<file path="src/rtl/pmc_defines.svh">
// register indices, field positions, write masks and the flag2 reset value of the main control registers
`ifndef PMC_DEFINES_SVH
`define PMC_DEFINES_SVH
// register select codes (data bit 0 is frame bit 8)
`define PMC_IDX_CTRL2      3'h0
`define PMC_IDX_CLOCK      3'h1
`define PMC_IDX_MASK1      3'h2
`define PMC_IDX_MASK2      3'h3
`define PMC_IDX_FLAG1      3'h4
`define PMC_IDX_FLAG2      3'h5
// regulator_config_two fields
`define PMC_LIN_TSD_CFG    9
`define PMC_LS_DRV_LSB     3
`define PMC_HS_DRV_LSB     0
`define PMC_CTRL2_WMASK    16'h161b
// clock_setup fields
`define PMC_SPREAD_RANGE   15
`define PMC_MUX_LSB        11
`define PMC_PHASE_LSB      8
`define PMC_OUT_SRC        7
`define PMC_EXT_SEL        6
`define PMC_EXT_DIV        5
`define PMC_SPREAD_EN      4
`define PMC_CLOCK_WMASK    16'hffbf
// masks, flags
`define PMC_MASK1_WMASK    16'h5616
`define PMC_MASK2_WMASK    16'h075f
`define PMC_FLAG1_STICKY   16'hb616
`define PMC_FLAG2_STICKY   16'hc0f3
`define PMC_FLAG2_RESET    16'h40f1
`define PMC_EXT_DIV_LAST   2'h2
`endif

</file>
<file path="src/rtl/pmc_pkg.sv">
// types shared by the main control register bank
package pmc_pkg;
  typedef enum logic [1:0] {
    PMC_DRIVE_SLOW  = 2'h0,
    PMC_DRIVE_MED   = 2'h1,
    PMC_DRIVE_FAST  = 2'h2,
    PMC_DRIVE_ULTRA = 2'h3
  } pmc_drive_t;
endpackage

</file>
<file path="src/rtl/pmc_main_regs.sv">
// main-domain control, mask and event flag registers
`timescale 1ns/1ns
`default_nettype none
`include "pmc_defines.svh"
module pmc_main_regs #(
  parameter logic [15:0] CTRL2_RESET = 16'h0000
) (
  // clock, reset, enable
  input  wire logic              clk_in,
  input  wire logic              reset_in,
  input  wire logic              clk_en_in,
  // register access from the serial bus decoder
  input  wire logic [2:0]        reg_sel_in,
  input  wire logic              reg_wr_in,
  input  wire logic [15:0]       reg_wdata_in,
  output logic      [15:0]       reg_rdata_out,
  // analog event levels
  input  wire logic              battery_uvh_in,
  input  wire logic              prereg_overcurrent_in,
  input  wire logic              core_buck_overcurrent_in,
  input  wire logic              aux_buck_overcurrent_in,
  input  wire logic              linear_reg_overcurrent_in,
  input  wire logic              core_buck_thermal_in,
  input  wire logic              aux_buck_thermal_in,
  input  wire logic              linear_reg_thermal_in,
  input  wire logic              prereg_feedback_ov_in,
  input  wire logic              supply_uv7_in,
  input  wire logic              prereg_uvl_in,
  input  wire logic              prereg_uvh_in,
  input  wire logic              supply_uvl_in,
  input  wire logic              supply_uvh_in,
  input  wire logic              wake_in_a_in,
  input  wire logic              wake_in_b_in,
  // live status levels
  input  wire logic              ext_ref_freq_in_window_in,
  input  wire logic              core_buck_on_state_in,
  input  wire logic              aux_buck_on_state_in,
  input  wire logic              linear_reg_on_state_in,
  input  wire logic              comm_error_in,
  // clocks sampled as data
  input  wire logic              internal_clock_a_in,
  input  wire logic              internal_clock_b_in,
  input  wire logic              external_ref_input_in,
  // control outputs
  output logic                   irq_out,
  output logic                   prereg_summary_event_out,
  output logic                   linear_reg_off_req_out,
  output logic                   deep_failsafe_req_out,
  output pmc_pkg::pmc_drive_t    prereg_lowside_drive_out,
  output pmc_pkg::pmc_drive_t    prereg_highside_drive_out,
  output logic                   spread_enable_out,
  output logic                   spread_range_select_out,
  output logic      [3:0]        clock_out_mux_select_out,
  output logic      [3:0]        clock_tune_out,
  output logic                   external_ref_select_request_out,
  output logic                   ext_ref_divided_out,
  output logic                   clock_output_out
);
  import pmc_pkg::*;

  localparam int NSY = 23;

  // two-stage synchronisers for everything off this clock except comm_error_in, which feeds the interrupt unsynchronised
  logic [NSY-1:0] sy1_q, sy1_d, sy_q, sy_d;
  logic [NSY-1:0] raw;
  assign raw = {external_ref_input_in, internal_clock_b_in,
                internal_clock_a_in, linear_reg_on_state_in,
                aux_buck_on_state_in, core_buck_on_state_in,
                ext_ref_freq_in_window_in, wake_in_b_in,
                wake_in_a_in, supply_uvh_in, supply_uvl_in,
                prereg_uvh_in, prereg_uvl_in, supply_uv7_in,
                prereg_feedback_ov_in, linear_reg_thermal_in,
                aux_buck_thermal_in, core_buck_thermal_in,
                linear_reg_overcurrent_in, aux_buck_overcurrent_in,
                core_buck_overcurrent_in, prereg_overcurrent_in,
                battery_uvh_in};

  always_comb
  begin
    sy1_d = clk_en_in ? raw : sy1_q;
    sy_d  = clk_en_in ? sy1_q : sy_q;
  end

  always_ff @(posedge clk_in)
  begin
    if (reset_in)
    begin
      sy1_q <= '0;
      sy_q  <= '0;
    end
    else
    begin
      sy1_q <= sy1_d;
      sy_q  <= sy_d;
    end
  end

  // register state
  logic [15:0] ctrl2_q, ctrl2_d, clock_q, clock_d;
  logic [15:0] mask1_q, mask1_d, mask2_q, mask2_d;
  logic [15:0] flag1_q, flag1_d, flag2_q, flag2_d;
  logic [15:0] rdata_d;
  logic [2:0]  prev_q, prev_d;
  logic [1:0]  div_cnt_q, div_cnt_d;
  logic        div_tog_q, div_tog_d;
  logic [6:0]  dline_q, dline_d;
  logic        clkout_d, extdiv_d, extsel_d;
  logic        irq_d, summ_d, off_d, deep_d;

  // combinational helpers
  logic [15:0] set1, set2, live1, live2, en1, en2, wr_ones;
  logic        wr1, wr2, src, ref_edge;
  logic [7:0]  taps;

  always_comb
  begin
    wr_ones = reg_wr_in ? reg_wdata_in : 16'h0000;
    wr1 = reg_wr_in && (reg_sel_in == `PMC_IDX_FLAG1);
    wr2 = reg_wr_in && (reg_sel_in == `PMC_IDX_FLAG2);
    // event placement in flag words
    set1 = {sy_q[0], 1'b0, sy_q[1], sy_q[2], 1'b0, sy_q[3], sy_q[4],
            1'b0, 3'h0, sy_q[5], 1'b0, sy_q[6], sy_q[7], 1'b0};
    set2 = {sy_q[8], sy_q[9], 6'h00, sy_q[10], sy_q[11], sy_q[12],
            sy_q[13], 2'h0, sy_q[15] ^ prev_q[1], sy_q[14] ^ prev_q[0]};
    live1 = {8'h00, sy_q[16], 7'h00};
    live2 = {3'h0, sy_q[17], 1'b0, sy_q[18], sy_q[19], 5'h00,
             sy_q[15], sy_q[14], 2'h0};
    // interrupt enables: a clear mask bit lets its flag through
    en1 = ~{mask2_q[10], 1'b0, mask1_q[14], mask1_q[12], 1'b0,
            mask1_q[10], mask1_q[9], 1'b0, 3'h0, mask1_q[4], 1'b0,
            mask1_q[2], mask1_q[1], 1'b0};
    en2 = ~{mask2_q[8], mask2_q[6], 6'h00, mask2_q[4], mask2_q[4],
            mask2_q[3], mask2_q[2], 2'h0, mask2_q[0], mask2_q[1]};
    src = clock_q[`PMC_OUT_SRC] ? sy_q[21] : sy_q[20];
    taps = {dline_q, src};
    ref_edge = sy_q[22] && !prev_q[2];

    ctrl2_d = ctrl2_q;
    clock_d = clock_q;
    mask1_d = mask1_q;
    mask2_d = mask2_q;
    if (reg_wr_in)
    begin
      unique case (reg_sel_in)
        `PMC_IDX_CTRL2: ctrl2_d = reg_wdata_in & `PMC_CTRL2_WMASK;
        `PMC_IDX_CLOCK: clock_d = reg_wdata_in & `PMC_CLOCK_WMASK;
        `PMC_IDX_MASK1: mask1_d = reg_wdata_in & `PMC_MASK1_WMASK;
        `PMC_IDX_MASK2: mask2_d = reg_wdata_in & `PMC_MASK2_WMASK;
        default:        ;
      endcase
    end
    // a set in the same cycle as its clear wins
    flag1_d = ((flag1_q & ~(wr1 ? wr_ones : 16'h0000)) | set1)
              & `PMC_FLAG1_STICKY;
    flag2_d = ((flag2_q & ~(wr2 ? wr_ones : 16'h0000)) | set2)
              & `PMC_FLAG2_STICKY;
    extsel_d = reg_wr_in && (reg_sel_in == `PMC_IDX_CLOCK)
               && reg_wdata_in[`PMC_EXT_SEL];

    rdata_d = 16'h0000;
    unique case (reg_sel_in)
      `PMC_IDX_CTRL2: rdata_d = ctrl2_q;
      `PMC_IDX_CLOCK: rdata_d = clock_q;
      `PMC_IDX_MASK1: rdata_d = mask1_q;
      `PMC_IDX_MASK2: rdata_d = mask2_q;
      `PMC_IDX_FLAG1: rdata_d = flag1_q | live1;
      `PMC_IDX_FLAG2: rdata_d = flag2_q | live2;
      default:        rdata_d = 16'h0000;
    endcase

    irq_d = |(flag1_q & en1) || |(flag2_q & en2)
            || (comm_error_in && !mask2_q[9]);
    summ_d = flag1_q[13] || flag2_q[15] || flag2_q[7]
             || flag2_q[6];
    off_d = sy_q[7];
    deep_d = sy_q[7] && ctrl2_q[`PMC_LIN_TSD_CFG];

    prev_d = {sy_q[22], sy_q[15], sy_q[14]};
    // divide by six: toggle every third rising edge
    div_cnt_d = div_cnt_q;
    div_tog_d = div_tog_q;
    if (ref_edge)
    begin
      if (div_cnt_q == `PMC_EXT_DIV_LAST)
      begin
        div_cnt_d = 2'h0;
        div_tog_d = !div_tog_q;
      end
      else
      begin
        div_cnt_d = div_cnt_q + 2'h1;
      end
    end
    extdiv_d = clock_q[`PMC_EXT_DIV] ? div_tog_q : sy_q[22];
    dline_d = taps[6:0];
    clkout_d = taps[clock_q[`PMC_PHASE_LSB +: 3]];
  end

  always_ff @(posedge clk_in)
  begin
    if (reset_in)
    begin
      ctrl2_q   <= CTRL2_RESET & `PMC_CTRL2_WMASK;
      clock_q   <= 16'h0000;
      mask1_q   <= 16'h0000;
      mask2_q   <= 16'h0000;
      flag1_q   <= 16'h0000;
      flag2_q   <= `PMC_FLAG2_RESET;
      reg_rdata_out <= 16'h0000;
      prev_q    <= 3'h0;
      div_cnt_q <= 2'h0;
      div_tog_q <= 1'b0;
      dline_q   <= 7'h00;
      clock_output_out <= 1'b0;
      ext_ref_divided_out <= 1'b0;
      external_ref_select_request_out <= 1'b0;
      irq_out   <= 1'b0;
      prereg_summary_event_out <= 1'b0;
      linear_reg_off_req_out <= 1'b0;
      deep_failsafe_req_out <= 1'b0;
    end
    else if (clk_en_in)
    begin
      ctrl2_q   <= ctrl2_d;
      clock_q   <= clock_d;
      mask1_q   <= mask1_d;
      mask2_q   <= mask2_d;
      flag1_q   <= flag1_d;
      flag2_q   <= flag2_d;
      reg_rdata_out <= rdata_d;
      prev_q    <= prev_d;
      div_cnt_q <= div_cnt_d;
      div_tog_q <= div_tog_d;
      dline_q   <= dline_d;
      clock_output_out <= clkout_d;
      ext_ref_divided_out <= extdiv_d;
      external_ref_select_request_out <= extsel_d;
      irq_out   <= irq_d;
      prereg_summary_event_out <= summ_d;
      linear_reg_off_req_out <= off_d;
      deep_failsafe_req_out <= deep_d;
    end
  end

  // field outputs straight from register flops
  assign prereg_lowside_drive_out  = pmc_drive_t'(ctrl2_q[`PMC_LS_DRV_LSB +: 2]);
  assign prereg_highside_drive_out = pmc_drive_t'(ctrl2_q[`PMC_HS_DRV_LSB +: 2]);
  assign spread_enable_out         = clock_q[`PMC_SPREAD_EN];
  assign spread_range_select_out   = clock_q[`PMC_SPREAD_RANGE];
  assign clock_out_mux_select_out  = clock_q[`PMC_MUX_LSB +: 4];
  assign clock_tune_out            = clock_q[3:0];
endmodule
`default_nettype wire

</file>
<file path="config.mk">
export PLATFORM = sky130hd
export DESIGN_NAME = pmc_main_regs
export DESIGN_NICKNAME = d
export VERILOG_FILES = /design/src/rtl/pmc_pkg.sv /design/src/rtl/pmc_main_regs.sv
export VERILOG_INCLUDE_DIRS = /design/src /design/src/rtl
export SDC_FILE = /design/constraint.sdc
export NUM_CORES = 1
export LEC_CHECK = 0
export ABC_AREA = 1
export ABC_CLOCK_PERIOD_IN_PS = 2600
export BUFFER_PORTS_ARGS = -buffer_cell sky130_fd_sc_hd__buf_2
export CORE_MARGIN = 2
export CORE_UTILIZATION = 45
export DETAILED_ROUTE_END_ITERATION = 8
export PLACE_DENSITY = 0.65
export RECOVER_POWER = 50
export SKIP_LAST_GASP = 1
export SYNTH_ARGS = -nofsm -noshare
export SYNTH_HDL_FRONTEND = slang
export SYNTH_SLANG_ARGS = --single-unit
</file>
<file path="constraint.sdc">
create_clock -name clk_in -period 2.6 [get_ports clk_in]
set_input_delay 0.13 -clock clk_in [delete_from_list [all_inputs] [get_ports clk_in]]
set_output_delay 0.13 -clock clk_in [all_outputs]
set_load 0.05 [all_outputs]
</file>
==> impl_results.md <==
- Arrival time of the worst setup path: 2.05 ns
- Synth Flop Type: dfxtp_1
- Max Fanout on Critical Path: 55
- Non-Filler Instances: a little over 1,000
- Synth Register Bits: 136
- Core footprint: around 0.012 mm^2
- Avg Synthesized Cell Area: between 7 and 8 um^2
- WHS: 0.0108 ns
- Post-route ant nets: 0
- DIE AREA: 0.0134 mm^2
- Synthesized netlist net count: 802
- Startpoint Class: primary input
- R2R Setup Slk: roughly 1.4 ns
- Critical Path Max Stage Delay: 1.19 ns
- CP Data Required Time: about 3.0 ns
- Slowest stage cell on the critical path: inv_1
- Fraction of layout cells with a size suffix above 1: 15.4%
- Clock Pin Slew Worst Setup and Hold Paths: 0.06 ns
- Failing checks: max-capacitance violations, max-slew violations
- Cell Chain, Critical Path: buf_2 > inv_1 > buf_4 > nor2_1 > nor2_1
- DRC: 0
- Post-Route WL: roughly 15,000 um
- Period utilisation layout: 64.8%
- Total Routing Usage GR: 23.6%
- Most common cell after layout, fill and taps aside: nor2_1
- Relative slew slack: -11.5%
- Synth unique cells: 28
- Clock Sinks: 136
- Synth Warn #: 0
- Worst setup path start: clk_en_in
- Slew Limit Fails: 56
- Cts repair resizes: 0
- Pin count of the biggest net entering global routing: 59
- LEAKAGE: 2.99 nW
- RSZ-0062 raised after global routing: false
- DR vias: between 5,000 and 6,000
- Total grt overflow: 0
- TritonCTS clock tree: yes
- Root Buffer: clkbuf_16
- Iter 0 DRT Violations: 340
- Port bufs: 83
- Fin nets: 890
- Starting density of the core: 46.3%
- Setup TNS: 0 ns
- Crit path capture type: flip-flop
- First-pass GRT wire length: 24,500 um
- Mapped Area: 0.00561 mm^2
- Final RePlAce weighted congestion: 0.907
- Worst-margin pin slew: approximately 1.7 ns
- Clock tree buffer depth: 2
- Fillers: 1,180
- Max-cap violations: 1
- Number of synthesized flops with an enable pin: 0
- Commonest non-fill, non-tap cells in the layout: 140 x nor2_1, 136 x dfxtp_1, 113 x o21ai_0
- Row count: 40
- Post-synth ARST share: 0%
- Via-per-instance ratio: approximately 5.2
- HP Class: primary input to flip-flop
- Worst r2r src: mask2_q[9]
- DP HPWL: 10,500 um
- TritonCTS Buffers: 17
- Sequential area share after synthesis: 48.5%
- Min Tclk post-route: roughly 1.7 ns
- TritonRoute pass-1 iters: 5
- Antenna violations before repair: 0
- PwrDens: around 760 mW/mm^2
- WS Path Type: primary input to flip-flop
- Syn Inst Count: 755
- Setup violators final: 0
- Inserted Diodes: 0
- CP endpoint: sy1_q[11]
- Placed Cells: between 900 and 1,000
- FMAX: 594 MHz
- Peak supply drop: 0.000460 V
- Ports: 84
- Run status: finished with violations
- Clock Skew: 0.0113 ns
- Chip height: 116 um
- Most used cell, CP: nor2_1
- Final core utilization: 56.9%
- Hold Vio Cnt, Final: 0
- DR WL/cell: 14.8 um
- Reg2Reg Depth: 7
- Die W: roughly 120 um
- Synth-to-Final Area Change: 22.9%
- Vias in the first global route: 4,955
- Clock latency on the worst-skew pair: 0.43 ns
- H-tree levels: 4
- RR Endpoint: irq_out
-- worst min path at each step --
stage / start / endpoint / cells past startpoint
after CTS: reg_wdata_in[5] / flag2_q[5] / 4
after detailed placement: wake_in_b_in / sy1_q[15] / 3
after floorplan: reg_wdata_in[0] / clock_q[0] / 2
after global placement: wake_in_b_in / sy1_q[15] / 3
final: reg_wdata_in[5] / flag2_q[5] / 4
after global routing: reg_wdata_in[5] / flag2_q[5] / 4
-- synth_stat cells (4+ instances only) --
master	count	area, um^2
nor2_1	137	514
dfxtp_1	136	2720
buf_2	7	35.0
o21ai_0	112	561
o22ai_1	10	62.6
nand4_1	4	25.0
nor2_4	5	56.3
buf_4	18	135
nand2_1	109	409
buf_6	4	45.0
inv_1	52	195
nand3_1	29	145
inv_2	7	26.3
buf_1	4	15.0
a21oi_1	78	390
clkbuf_1	19	71.3
-- per-stage QoR --
stage	setup slack [ns]	total power [mW]	area, um^2
floorplan	1.52	2.57	5610
global placement	1.10	2.69	5990
detailed placement	1.02	2.70	5990
CTS	1.35	5.28	6940
global route	0.696	5.42	6900
finish	0.916	5.24	6900
-- cells by family after synthesis --
family	after synthesis	synth area share, %
flops	136	48.5
compound gates	212	19.7
simple gates	294	22.3
buf+inv	113	9.54
-- critical path, delay by kind of cell --
family	cells	cell delay [ns]
buffers and inverters	3	1.73
AND/OR/NAND/NOR	2	0.17
-- flip-flops by register name (all words and copies together) (netlist names) --
name and cells:
clock_q 15, deep_failsafe_req_out 1, prev_q 3, clock_output_out 1, linear_reg_off_req_out 1, dline_q 7
prereg_summary_event_out 1, external_ref_select_request_out 1, div_cnt_q 2, sy1_q 23, flag2_q 8, mask1_q 7
ext_ref_divided_out 1, ctrl2_q 7, irq_out 1, reg_rdata_out 16, sy_q 23, flag1_q 8
div_tog_q 1, mask2_q 9
-- per-layer routing --
layer	track usage (%)	vias to the layer above	wire [um]	share of wire, %
met1	30.7	2460	6970	46
met4	10.7	0	385	2.5
li1	-	2644	-	-
met3	4.76	31	740	4.9
met5	0	-	0	0
met2	37.9	154	7030	46
-- timing repair --
action | in CTS | in global routing
hold buffers | 32 | 0
endpoints found under the hold margin | 39 | 0
setup buffers | 0 | 0
-- report_power, final --
group	internal (mW)	switching, mW
combinational	0.158	0.297
clock	1.65	0.903
sequential	2.18	0.0557
total	3.99	1.26
-- cell type report --
type	instances	area [um^2]	share of cell area, %
clock buffers	20	457	6.62
clock inverters	12	174	2.52
inverters	61	234	3.39
multi-input cells	506	2310	33.4
flip-flops and latches	136	2720	39.5
well taps	168	210	3.05
repair buffers	121	792	11.5
No activity file was read; power rests on OpenSTA's default activity.
